File: src/inc/framer_defines.vh
// Purpose : Constants shared by the binary output packet framer and its helpers
// Assumes : Byte addresses on an APB bus with 32-bit data, one word per register
// Notes   : Size tables hold one byte per field, field 1 in the lowest byte
`ifndef FRAMER_DEFINES_VH
`define FRAMER_DEFINES_VH

// Packet constants
`define SYNC_VALUE        8'hFA
`define GROUP_USED_MASK   8'h3F
`define COMMON_FIELD_MASK 16'h7FFF
`define LAST_GROUP        3'd5
`define LAST_FIELD        4'hF
`define CRC_POLY          16'h1021
`define CRC_INIT          16'h0000

// Register byte addresses
`define APB_ADDR_W        8
`define REG_CTRL          8'h00
`define REG_GROUP_SELECT  8'h04
`define REG_STATUS        8'h08
`define REG_LAST_CRC      8'h0C
`define REG_FIELD_BASE    8'h10
`define FIELD_SPAN        8'h18
`define CTRL_START_BIT    0

// Per-group field size tables in bytes, field 1 at bits [7:0]
`define SIZE_GROUP1 128'h0008_0402_1C14_180C_0C18_0C10_0C08_0808
`define SIZE_GROUP2 128'h0000_0000_0000_0000_0408_0808_0208_0808
`define SIZE_GROUP3 128'h0000_0028_020C_0C0C_0C10_0404_0C0C_0C02
`define SIZE_GROUP4 128'h0000_0020_0404_0C0C_0C18_1801_0102_0808
`define SIZE_GROUP5 128'h0000_0000_181C_0C0C_0C0C_0C0C_2410_0C02
`define SIZE_GROUP6 128'h0000_0040_4404_040C_0C0C_0C0C_0C18_1802

`endif

File: src/design/byte_fifo.v
// Purpose : Small synchronous FIFO with valid and ready on both sides
// Assumes : One clock, asynchronous active-low reset
// Notes   : Full and empty come from an occupancy count, so no slot is wasted
`timescale 1ns/100ps
module byte_fifo #(
   parameter WIDTH = 8,
   parameter DEPTH = 4,
   parameter PTR_W = 2
) (
   input  wire             mclk,
   input  wire             resetn,
   input  wire [WIDTH-1:0] in_data,
   input  wire             in_valid,
   output wire             in_ready,
   output wire [WIDTH-1:0] out_data,
   output wire             out_valid,
   input  wire             out_ready
);
   reg [WIDTH-1:0] mem [0:DEPTH-1]; // Storage words
   reg [PTR_W-1:0] wr_ptr;          // Next slot to fill
   reg [PTR_W-1:0] rd_ptr;          // Oldest word
   reg [PTR_W:0]   count;           // Words held

   wire push = in_valid & in_ready;
   wire pop  = out_valid & out_ready;

   assign in_ready  = (count != DEPTH[PTR_W:0]);
   assign out_valid = (count != {(PTR_W+1){1'b0}});
   assign out_data  = mem[rd_ptr];

   // Pointer wrap must handle depths that are not a power of two
   function [PTR_W-1:0] bump;
      input [PTR_W-1:0] p;
      begin
         if (p == DEPTH[PTR_W-1:0] - 1'b1)
            bump = {PTR_W{1'b0}};
         else
            bump = p + 1'b1;
      end
   endfunction

   // Storage is written only, never reset
   always @(posedge mclk) begin
      if (push)
         mem[wr_ptr] <= in_data;
   end

   // Pointers and occupancy
   always @(posedge mclk or negedge resetn) begin
      if (!resetn) begin
         wr_ptr <= {PTR_W{1'b0}};
         rd_ptr <= {PTR_W{1'b0}};
         count  <= {(PTR_W+1){1'b0}};
      end else begin
         if (push)
            wr_ptr <= bump(wr_ptr);
         if (pop)
            rd_ptr <= bump(rd_ptr);
         if (push && !pop)
            count <= count + 1'b1;
         else if (pop && !push)
            count <= count - 1'b1;
      end
   end
endmodule // byte_fifo

File: src/design/field_size_lookup.v
// Purpose : Fixed payload size of one output field
// Assumes : Group index 0..5, field index 0..15
// Notes   : Unused fields and groups outside the table report zero bytes
`timescale 1ns/100ps
`include "framer_defines.vh"
module field_size_lookup (
   input  wire [2:0] group_idx,
   input  wire [3:0] field_idx,
   output reg  [7:0] field_bytes
);
   reg [127:0] row; // Size row of the chosen group

   // Pick the group row, then the byte of the field
   always @* begin
      case (group_idx)
         3'd0:    row = `SIZE_GROUP1;
         3'd1:    row = `SIZE_GROUP2;
         3'd2:    row = `SIZE_GROUP3;
         3'd3:    row = `SIZE_GROUP4;
         3'd4:    row = `SIZE_GROUP5;
         3'd5:    row = `SIZE_GROUP6;
         default: row = 128'h0;
      endcase
      field_bytes = row[{field_idx, 3'b000} +: 8];
   end
endmodule // field_size_lookup

File: src/design/packet_framer.v
// Purpose : Builds binary output packets into a byte stream, set up over APB
// Assumes : Payload bytes arrive in packet order, multi-byte values LSB first
// Notes   : Header and selects are snapshot at start, so APB writes mid-packet are safe
//
// The implementer's own choices: the placing of the registers and the APB slave port.
`timescale 1ns/100ps
`include "framer_defines.vh"
module packet_framer #(
   parameter FIFO_DEPTH = 4,
   parameter FIFO_PTR_W = 2
) (
   input  wire                   mclk,
   input  wire                   resetn,
   input  wire [`APB_ADDR_W-1:0] paddr,
   input  wire                   psel,
   input  wire                   penable,
   input  wire                   pwrite,
   input  wire [31:0]            pwdata,
   output reg  [31:0]            prdata,
   output wire                   pready,
   output wire                   pslverr,
   input  wire [7:0]             src_data,
   input  wire                   src_valid,
   output reg                    src_ready,
   output wire [7:0]             tx_data,
   output wire                   tx_valid,
   input  wire                   tx_ready,
   output wire                   frame_busy
);
   // State codes
   localparam ST_IDLE   = 3'd0;
   localparam ST_SYNC   = 3'd1;
   localparam ST_GROUPS = 3'd2;
   localparam ST_FSEL   = 3'd3;
   localparam ST_SCAN   = 3'd4;
   localparam ST_PAY    = 3'd5;
   localparam ST_CRC_HI = 3'd6;
   localparam ST_CRC_LO = 3'd7;

   reg  [2:0]  state;            // Framer state
   reg  [7:0]  group_sel;        // Software group select
   reg  [15:0] field_sel [0:5];  // Software field selects
   reg  [7:0]  group_live;       // Group select of the packet in flight
   reg  [15:0] field_live [0:5]; // Field selects of the packet in flight
   reg  [2:0]  grp_ptr;          // Group being walked
   reg  [3:0]  fld_ptr;          // Field being walked
   reg         hi_phase;         // Second byte of a field word
   reg  [7:0]  byte_left;        // Bytes left in the current field
   reg  [15:0] crc;              // Running CRC of the packet
   reg  [15:0] last_crc;         // CRC of the last finished packet
   reg  [15:0] packet_count;     // Finished packets
   reg  [7:0]  fifo_in_data;     // Byte offered to the FIFO
   reg         fifo_in_valid;    // Byte offered this cycle
   reg  [31:0] next_prdata;      // Read data for the setup cycle
   wire        fifo_in_ready;    // FIFO has room
   wire [7:0]  field_bytes;      // Size of the field under the pointer
   wire        take;             // Byte accepted by the FIFO
   wire [15:0] cur_field;        // Field word of the group under the pointer
   wire        last_pos;         // Pointer on the last table entry
   wire [2:0]  step_grp;         // Group after one step
   wire [3:0]  step_fld;         // Field after one step
   wire        setup;            // APB setup cycle
   wire        access;           // APB access cycle
   wire [7:0]  field_off;        // Offset into the field select block
   wire        field_hit;        // Address falls on a field select
   wire [2:0]  field_idx;        // Which field select
   wire        addr_ok;          // Address is mapped
   wire        start_req;        // Software start request
   integer     i;                // Loop index of the register process
   integer     j;                // Loop index of the sequencer, kept apart so each has one driver

   // One CRC-CCITT step, MSB first, so appending the CRC MSB first gives zero
   function [15:0] crc_step;
      input [15:0] c;
      input [7:0]  b;
      integer      k;
      reg   [15:0] t;
      begin
         t = c ^ {b, 8'h00};
         for (k = 0; k < 8; k = k + 1) begin
            if (t[15])
               t = {t[14:0], 1'b0} ^ `CRC_POLY;
            else
               t = {t[14:0], 1'b0};
         end
         crc_step = t;
      end
   endfunction

   // Number of active groups
   function [3:0] popcount;
      input [7:0] v;
      integer     k;
      begin
         popcount = 4'd0;
         for (k = 0; k < 8; k = k + 1)
            popcount = popcount + {3'd0, v[k]};
      end
   endfunction

   field_size_lookup u_size (
      .group_idx   (grp_ptr),
      .field_idx   (fld_ptr),
      .field_bytes (field_bytes)
   );

   // Output buffer; its ready stalls the framer when the link side is slow
   byte_fifo #(
      .WIDTH (8),
      .DEPTH (FIFO_DEPTH),
      .PTR_W (FIFO_PTR_W)
   ) u_fifo (
      .mclk      (mclk),
      .resetn    (resetn),
      .in_data   (fifo_in_data),
      .in_valid  (fifo_in_valid),
      .in_ready  (fifo_in_ready),
      .out_data  (tx_data),
      .out_valid (tx_valid),
      .out_ready (tx_ready)
   );

   assign take       = fifo_in_valid & fifo_in_ready;
   assign cur_field  = field_live[grp_ptr];
   assign last_pos   = (grp_ptr == `LAST_GROUP) && (fld_ptr == `LAST_FIELD);
   assign step_fld   = fld_ptr + 4'd1;
   assign step_grp   = (fld_ptr == `LAST_FIELD) ? grp_ptr + 3'd1 : grp_ptr;
   assign frame_busy = (state != ST_IDLE);

   // APB decode; the slave never waits
   assign setup     = psel & ~penable;
   assign access    = psel & penable;
   assign field_off = paddr - `REG_FIELD_BASE;
   assign field_hit = (field_off < `FIELD_SPAN) && (field_off[1:0] == 2'b00);
   assign field_idx = field_off[4:2];
   assign addr_ok   = field_hit || (paddr == `REG_CTRL) || (paddr == `REG_GROUP_SELECT) ||
                      (paddr == `REG_STATUS) || (paddr == `REG_LAST_CRC);
   assign pready    = 1'b1;
   assign pslverr   = access & ~addr_ok;
   assign start_req = access & pwrite & (paddr == `REG_CTRL) & pwdata[`CTRL_START_BIT];

   // Read mux; status shows busy, active group count and packet count
   always @* begin
      next_prdata = 32'h0000_0000;
      if (field_hit)
         next_prdata = {16'h0000, field_sel[field_idx]};
      else if (paddr == `REG_CTRL)
         next_prdata = {31'h0000_0000, frame_busy};
      else if (paddr == `REG_GROUP_SELECT)
         next_prdata = {24'h00_0000, group_sel};
      else if (paddr == `REG_STATUS)
         next_prdata = {packet_count, 3'b000, popcount(group_sel), 1'b0, 7'h00, frame_busy};
      else if (paddr == `REG_LAST_CRC)
         next_prdata = {16'h0000, last_crc};
   end

   // Register writes and read capture
   always @(posedge mclk or negedge resetn) begin
      if (!resetn) begin
         prdata    <= 32'h0000_0000;
         group_sel <= 8'h00;
         for (i = 0; i < 6; i = i + 1)
            field_sel[i] <= 16'h0000;
      end else begin
         // Read data is taken in setup so it stands through access
         if (setup && !pwrite)
            prdata <= next_prdata;
         if (access && pwrite && paddr == `REG_GROUP_SELECT)
            group_sel <= pwdata[7:0] & `GROUP_USED_MASK;
         if (access && pwrite && field_hit) begin
            if (field_idx == 3'd0)
               field_sel[0] <= pwdata[15:0] & `COMMON_FIELD_MASK;
            else
               field_sel[field_idx] <= pwdata[15:0];
         end
      end
   end

   // Byte offered to the FIFO in each state
   always @* begin
      fifo_in_valid = 1'b0;
      fifo_in_data  = 8'h00;
      src_ready     = 1'b0;
      case (state)
         ST_SYNC: begin
            fifo_in_valid = 1'b1;
            fifo_in_data  = `SYNC_VALUE;
         end
         ST_GROUPS: begin
            fifo_in_valid = 1'b1;
            fifo_in_data  = group_live;
         end
         ST_FSEL: begin
            // Word only for active groups, low byte first
            fifo_in_valid = group_live[grp_ptr];
            fifo_in_data  = hi_phase ? cur_field[15:8] : cur_field[7:0];
         end
         ST_PAY: begin
            // Source bytes pass straight through, no padding
            fifo_in_valid = src_valid;
            fifo_in_data  = src_data;
            src_ready     = fifo_in_ready;
         end
         ST_CRC_HI: begin
            fifo_in_valid = 1'b1;
            fifo_in_data  = crc[15:8];
         end
         ST_CRC_LO: begin
            fifo_in_valid = 1'b1;
            fifo_in_data  = crc[7:0];
         end
         default: begin
            fifo_in_valid = 1'b0;
         end
      endcase
   end

   // Packet sequencer
   always @(posedge mclk or negedge resetn) begin
      if (!resetn) begin
         state        <= ST_IDLE;
         group_live   <= 8'h00;
         grp_ptr      <= 3'd0;
         fld_ptr      <= 4'd0;
         hi_phase     <= 1'b0;
         byte_left    <= 8'h00;
         crc          <= `CRC_INIT;
         last_crc     <= 16'h0000;
         packet_count <= 16'h0000;
         for (j = 0; j < 6; j = j + 1)
            field_live[j] <= 16'h0000;
      end else begin
         // CRC skips the sync byte and the CRC bytes themselves
         if (take && (state == ST_GROUPS || state == ST_FSEL || state == ST_PAY))
            crc <= crc_step(crc, fifo_in_data);
         case (state)
            ST_IDLE: begin
               // A start while busy is ignored
               if (start_req) begin
                  group_live <= group_sel & `GROUP_USED_MASK;
                  for (j = 0; j < 6; j = j + 1)
                     field_live[j] <= field_sel[j];
                  field_live[0] <= field_sel[0] & `COMMON_FIELD_MASK;
                  crc      <= `CRC_INIT;
                  grp_ptr  <= 3'd0;
                  fld_ptr  <= 4'd0;
                  hi_phase <= 1'b0;
                  state    <= ST_SYNC;
               end
            end
            ST_SYNC: begin
               if (take)
                  state <= ST_GROUPS;
            end
            ST_GROUPS: begin
               if (take)
                  state <= ST_FSEL;
            end
            ST_FSEL: begin
               // Inactive groups are skipped in one cycle each
               if (!group_live[grp_ptr] || (take && hi_phase)) begin
                  hi_phase <= 1'b0;
                  if (grp_ptr == `LAST_GROUP) begin
                     grp_ptr <= 3'd0;
                     fld_ptr <= 4'd0;
                     state   <= ST_SCAN;
                  end else begin
                     grp_ptr <= grp_ptr + 3'd1;
                  end
               end else if (take) begin
                  hi_phase <= 1'b1;
               end
            end
            ST_SCAN: begin
               // Walk groups then fields in ascending order
               if (group_live[grp_ptr] && cur_field[fld_ptr] && field_bytes != 8'h00) begin
                  byte_left <= field_bytes;
                  state     <= ST_PAY;
               end else if (last_pos) begin
                  state <= ST_CRC_HI;
               end else begin
                  grp_ptr <= step_grp;
                  fld_ptr <= step_fld;
               end
            end
            ST_PAY: begin
               if (take) begin
                  byte_left <= byte_left - 8'd1;
                  if (byte_left == 8'd1) begin
                     grp_ptr <= step_grp;
                     fld_ptr <= step_fld;
                     state   <= last_pos ? ST_CRC_HI : ST_SCAN;
                  end
               end
            end
            ST_CRC_HI: begin
               if (take)
                  state <= ST_CRC_LO;
            end
            ST_CRC_LO: begin
               if (take) begin
                  last_crc     <= crc;
                  packet_count <= packet_count + 16'd1;
                  state        <= ST_IDLE;
               end
            end
            default: begin
               state <= ST_IDLE;
            end
         endcase
      end
   end
endmodule // packet_framer

File: config.mk
export PLATFORM = sky130hd
export DESIGN_NAME = packet_framer
export DESIGN_NICKNAME = d
export VERILOG_FILES = /design/src/design/byte_fifo.v /design/src/design/field_size_lookup.v /design/src/design/packet_framer.v
export VERILOG_INCLUDE_DIRS = /design/src /design/src/inc
export SDC_FILE = /design/constraint.sdc
export NUM_CORES = 1
export LEC_CHECK = 0
export ABC_CLOCK_PERIOD_IN_PS = 3350
export BUFFER_PORTS_ARGS = -buffer_cell sky130_fd_sc_hd__buf_2
export CAP_MARGIN = 20
export CORE_MARGIN = 1.5
export CORE_UTILIZATION = 45
export CTS_BUF_LIST = sky130_fd_sc_hd__clkbuf_8 sky130_fd_sc_hd__clkbuf_16
export DETAILED_ROUTE_END_ITERATION = 6
export GPL_TIMING_DRIVEN = 0
export PLACE_DENSITY = 0.62
export SLEW_MARGIN = 20
export SYNTH_ARGS = -nofsm -noshare
export SYNTH_HDL_FRONTEND = slang
export SYNTH_HIERARCHICAL = 1
export SYNTH_SLANG_ARGS = --single-unit
File: constraint.sdc
create_clock -name mclk -period 3.35 [get_ports mclk]
set_clock_uncertainty 0.1 [all_clocks]
set_input_delay 0 -clock mclk [delete_from_list [all_inputs] [get_ports mclk]]
set_output_delay 0 -clock mclk [all_outputs]
set_load 0.01 [all_outputs]
# [Word-level counts from Yosys, hierarchy flattened]
# Memory sizes are Yosys's and may differ from the RTL's.
# Cells that the tools add are included.
# W data, S select, Z words.
[classes] addsub=14 order_cmp=6 n_eq_ne=34 shifts=1 muxes=85 n_bitwise=22 reduce_logical=45
[op_table] op="$pmux W116 S6" count=1
[op_table] op="$mux W16" count=17
[op_table] op="$mux W32" count=4
[op_table] op="$shiftx A128 B8 Y8" count=1
[op_table] op="$mux W13" count=8
[op_table] op="$bmux W16 S3" count=2
[op_table] op="$bwmux W96" count=1
[op_table] op="$mux W3" count=21
[op_table] op="$demux W16 S3" count=1
[op_table] op="$pmux W8 S6" count=1
[op_table] op="$mux W4" count=7
[op_table] op="$mux W8" count=3
[op_table] op="$not A3 Y3" count=8
[op_table] op="$pmux W3 S8" count=1
[op_table] op="$eq A3 B3 Y1 const B" count=6
[op_table] op="$ne A2 B2 Y1 const B" count=9
[op_table] op="$add A16 B1 Y16 const B" count=1
[op_table] op="$eq A8 B4 Y1 const B" count=2
[op_table] op="$pmux W4 S4" count=1
[op_table] op="$pmux W8 S2" count=1
[op_table] op="$xor A16 B16 Y16" count=1
[op_table] op="$logic_and A1 B1 Y1" count=13
[op_table] op="$eq A3 B2 Y1 const B" count=4
[op_table] op="$pmux W3 S4" count=1
[op_table] op="other kinds (47)" count=92
[totals] ff_bits=309 ramBits=32 inputBits=55 out_inout_bits=45 word_cells=234 n_memories=1
[mem_list] memory="u_fifo.mem" words=4 width=8 rd=1 rd_ports_with_merged_regs=0 wr=1 line="byte_fifo.v:19" rtl="reg [WIDTH-1:0] mem [0:DEPTH-1];"

# [Depth between registers and ports, before layout]
[depth] word_depth=33 mapped_depth=14 ltp_nobuf=12

# [Modules after synthesis]
# The synthesis kept the hierarchy.
[by_module_without_submodules] mod="packet_framer" n_inst=1 cells_each=1470 area_per_inst_um2=14924.3 seq_area_each_um2=7557.2
[by_module_without_submodules] mod="byte_fifo" n_inst=1 cells_each=79 area_per_inst_um2=1599.0 seq_area_each_um2=1136.1
[by_module_without_submodules] mod="field_size_lookup" n_inst=1 cells_each=86 area_per_inst_um2=559.3 seq_area_each_um2=0.0

# [Worst setup path before layout]
# No wires, ideal clock.
[synth_timing] path_kind="register -> register" startpoint="reg fld_ptr[0]" endpoint="reg fld_ptr[2]" setup_ns=0.077 arrival_ns=2.920 t_required_ns=3.173 setup_slack_ns=0.252 path_stages_with_launch=14 path_buffers=1 synth_period_minus_slack_ns=3.098 path_cell_list="dfrtp_1 > buf_2 > maj3_1 > o211ai_1 > a221o_1 > mux2i_1 > or4_1 > nor2_1 > a221oi_1 > and4_4 > nand2_4 > a311oi_2 > or4_1 > a21oi_1"
[synth_via] word_cells_on_any_way=17 classes_between="1 x add/sub; 3 x eq/ne; 1 x shift; 7 x mux; 5 x reduce/logical"
[synth_rtl] item="start, declared" line="packet_framer.v:46" rtl="reg [3:0] fld_ptr;"
[synth_rtl] item="start signal, assigned" line="packet_framer.v:283" rtl="fld_ptr <= step_fld;"
[synth_rtl] item="start signal, assigned" line="packet_framer.v:291" rtl="fld_ptr <= step_fld;"
[synth_rtl] item="$shiftx A128 B8 Y8" line="field_size_lookup.v:24" rtl="field_bytes = row[{field_idx, 3'b000} +: 8];"
[synth_rtl] item="via field_bytes[3]" line="packet_framer.v:56" rtl="wire [7:0] field_bytes;"
[synth_rtl] item="$reduce_bool A8 Y1" line="packet_framer.v:276" rtl="if (group_live[grp_ptr] && cur_field[fld_ptr] && field_bytes != 8'h00) begin"
[synth_rtl] item="$logic_and A1 B1 Y1" line="packet_framer.v:276"
[synth_rtl] item="$ne A2 B2 Y1 (no source line)"
[synth_rtl] item="$reduce_and A8 Y1 (no source line)"
# The timed path passes the listed nets, and every way through them passes these cells. The select of a mux whose other input is x is not followed.
# A chain may end at the register's enable or synchronous reset.

# [Final worst setup path]
[layout_timing] startpoint="reg grp_ptr[2]" endpoint="reg grp_ptr[2]"
[layout_via] elab_chain_len=10 word_cells_on_any_way=39 classes_between="1 x add/sub; 9 x eq/ne; 1 x shift; 17 x mux; 2 x bitwise; 9 x reduce/logical"
[layout_lines] item="start, declared" line="packet_framer.v:45" rtl="reg [2:0] grp_ptr;"
[layout_lines] item="start signal, assigned" line="packet_framer.v:268" rtl="grp_ptr <= grp_ptr + 3'd1;"
[layout_lines] item="start signal, assigned" line="packet_framer.v:282" rtl="grp_ptr <= step_grp;"
[layout_lines] item="start signal, assigned" line="packet_framer.v:290" rtl="grp_ptr <= step_grp;"
[layout_lines] item="parallel branches: the longest is 10 deep, another holds $shiftx A128 B8 Y8"
# Several ways; the timed one is not identified. The select of a mux whose other input is x is not followed.

==> impl_metrics.csv <==
group,metric,value,unit
setup_path,endpoint_kind,"register",
timing,worst_pin_slew,1.12,ns
yosys,yosys_register_bits,341,
setup_path,reg2regPathDepth,12,
yosys,synth-simple-area-share,16.8,%
yosys,synth_warnings,6,
global_routing,grt_pass1_wl,76.9,mm
timing,finalHoldViolCount,0,
cells_and_area,fin_nets,1887,
yosys,synth_edf_count,32,
global_routing,grt_usage,26.1,%
placement,portBuffers,82,
setup_path,r2r_start,"grp_ptr[2]",
setup_path,cp_cell_sequence,"buf_4, clkbuf_4, nor2_4, a222oi_1, buf_4, a22o_1, a211o_1, a211o_4, buf_12, a21oi_4, a21oi_2, o32a_1",
pwr,worst_ir_drop_vdd,386,uV
placement,post-dp-hpwl,35.0,mm
status,status,"complete, no violations",
pwr,finalPower,14.3,mW
yosys,synth_area_per_cell,10.4,um2
yosys,synthAdderAreaFrac,1.70,%
pwr,powerDensity,707,nW/um2
floorplanning,die_width,198,um
setup_path,r2r_slack,0.02,ns
setup_path,critPathMaxStageDelay,0.39,ns
pwr,sw_frac_of_total,35.7,%
cells_and_area,fin_area,20200,um2
timing,fmax,300,MHz
detailed_routing,routed_wl,50.2,mm
detailed_routing,postRouteAntennaNets,0,
setup_path,critPathKind,"reg2reg",
setup_path,start_kind,"register",
setup_path,cpMostUsedCell,"buf_4",
cells_and_area,fin_cells,2350,
placement,placedInstanceArea,18200,um2
timing,hold_slack,0.0131,ns
global_routing,grt_max_degree,83,
setup_path,crit_fanout,10,
yosys,yosys.area.top_type,"dfrtp_1",
yosys,syn_area,17100,um2
clocking,clk_latency,0.56,ns
setup_path,startpoint,"grp_ptr[2]",
timing,setup_viol,0,
timing,rsz0062_at_grt,"true",
clocking,cts_tree,"done",
timing,fin_crit,3.33,ns
yosys,ys_types,92,
setup_path,timing.rr.end,"grp_ptr[2]",
detailed_routing,vias_per_cell,5.65,
detailed_routing,drt_iter0_markers,978,
clocking,clk_pin_slew,0.06,ns
floorplanning,start_util,45.6,%
pwr,p_switching,5.11,mW
clocking,cts_buffer_depth,3,
detailed_routing,remaining_drc_errors,0,
yosys,synth_xor_area_share,1.98,%
floorplanning,rows,71,
clocking,cts_htree_levels,2,
pwr,seqPwrFrac,36.9,%
timing,relSlewSlack,25.2,%
timing,slew_violations,0,
yosys,muxShareOfSynthArea,15.6,%
pwr,clkPwrFrac,28.1,%
yosys,synth_top_family_by_area,"simple AND/OR/NAND/NOR gates",
detailed_routing,firstDrtPassIters,6,
yosys,synthTopCellsByCount,"433 x nand2_1, 309 x dfrtp_1, 131 x mux2_2",
yosys,synth-compound-area-share,9.46,%
floorplanning,io_pins,100,
clocking,root_buffer,"clkbuf_16",
floorplanning,core_area,37500,um2
yosys,synth-main-ff-cell,"dfrtp_1",
floorplanning,design.die.area,39100,um2
pwr,leakage,9.57,nW
setup_path,required,3.68,ns
floorplanning,die_h,198,um
detailed_routing,wire_per_inst,21.3,um
global_routing,grt_pass1_vias,13100,
yosys,ys_seq_area_share,50.9,%
clocking,cts_sinks,341,
setup_path,cpMaxStageDelayCell,"dfrtp_1",
placement,dpl.cell_count,2231,
flow_run,maxCapViolCount,0,
clocking,numCtsBuffers,38,
pwr,combPwrFrac,35.0,%
min_path,hold_path_class,"in2reg",
yosys,ys_async_sr_fraction,90.6,%
global_routing,gr-total-overflow,0,
setup_path,setup.worst_path.end,"grp_ptr[2]",
yosys,synth_area_leaders,"dfrtp_1 45%, nand2_1 9.5%, mux2_2 8.6%, edfxtp_1 5.6%, mux4_2 3.4%",
cells_and_area,area_delta_synth_final,18.4,%
yosys,synth_top_area_share,45.3,%
placement,gp_congestion,0.893,
timing,finalCritPeriodShare,99.5,%
setup_path,arrival,3.66,ns
cells_and_area,finish.utilization,54.0,%
yosys,yosysMostFrequentCell,"nand2_1",
pwr,intPower,9.19,mW
cells_and_area,diodes,0,
cells_and_area,drive_above_1_share,23.8,%
yosys,syn_nets,1710,
global_routing,antenna_found_initial,0,
detailed_routing,vias,13300,
yosys,syn_inst,1635,
critical path: cells and delay by family, from the launching register on:
kind | cells | cell delay, ns
buf+inv | 4 | 0.70
compound gates | 7 | 1.64
simple gates | 1 | 0.38
flops | 1 | 0.39
power groups by stage:
stage / clock [mW] / combinational, mW / sequential, mW
after floorplan: 0 / 3.27 / 5.18
after global placement: 0 / 4.35 / 5.33
after detailed placement: 0 / 4.45 / 5.34
after CTS: 4.07 / 4.68 / 5.27
after global routing: 4.25 / 5.45 / 5.35
final: 4.02 / 5.00 / 5.28
routing by layer:
| layer | global-route usage [%] | vias to the layer above | wire length (um) |
|---|---|---|---|
| met4 | 10.9 | 0 | 2110 |
| li1 | - | 6076 | - |
| met1 | 35.9 | 6616 | 21800 |
| met2 | 40.4 | 466 | 22700 |
| met3 | 5.35 | 111 | 3550 |
| met5 | 0 | - | 0 |
cells in the final DEF, fill, tap and decap left out, types with 6 or more instances in the layout:
master,n
nand2_1,432
dfrtp_1,304
mux2_2,129
buf_2,91
o21ai_0,70
clkbuf_1,62
nor2_1,52
mux2i_1,48
clkbuf_16,38
buf_4,36
inv_1,35
a21oi_1,33
nor3_1,33
edfxtp_1,32
mux4_2,26
dlygate4sd3_1,23
xnor2_1,21
nand3_1,19
a22o_1,19
and3_1,18
ha_1,16
a22oi_1,14
nand4_1,11
nor3b_1,11
buf_1,10
a211oi_1,10
nor2b_1,9
a222oi_1,8
nand2b_1,8
and2_1,8
clkinv_2,8
buf_6,7
xor2_1,7
or3_1,7
o22ai_1,6
cell type report:
cell class,instances,area (um2)
Tap cell,511,639
Timing Repair Buffer,138,987
Clock buffer,43,1020
Sequential cell,341,8700
Buffer,105,523
Multi-Input combinational cell,1160,8080
Fill cell,3375,17300
Clock inverter,24,169
Inverter,28,105
logic make-up after synthesis:
logic type / count (synthesis)
AO/OA/AOI/OAI: 235
XOR/XNOR: 37
adder cells (fa/ha/maj): 21
buffers and inverters: 134
flip-flops: 341
multiplexers: 216
other: 2
AND/OR/NAND/NOR: 649
sequential cells by signal, indices dropped and copies added (netlist names), 8 cells and up:
register      flops
u_fifo/mem       32
crc              16
field_sel        96
byte_left         8
field_live       95
prdata           32
last_crc         16
packet_count     16
repair_timing:
action	CTS	global route
resized for setup	32	54
pin swaps	9	21
endpoints found under the setup margin	39	38
endpoints found under the hold margin	352	0
gates cloned	0	1
setup buffers	16	12
hold buffers	24	0
metrics by stage:
step / worst slack (ns) / setup TNS [ns]
2_1_floorplan: 0.252 / 0
3_3_place_gp: -3.78 / -1173.32
3_5_place_dp: -0.362 / -15.28
4_1_cts: 0.00120 / 0
5_1_grt: -0.0759 / -0.267
6_report: 0.0171 / 0
how the worst min path moves through the flow:
stage,from,end,cells after the start
after floorplan,resetn,byte_left[0],0
after global routing,src_data[0],u_fifo/mem[1][0],4
after global placement,pwdata[11],field_sel[11],2
after detailed placement,resetn,byte_left[5],1
after CTS,pwrite,prdata[16],4
final,src_data[0],u_fifo/mem[2][0],4
Note: power is estimated with default switching activity, not from simulation.
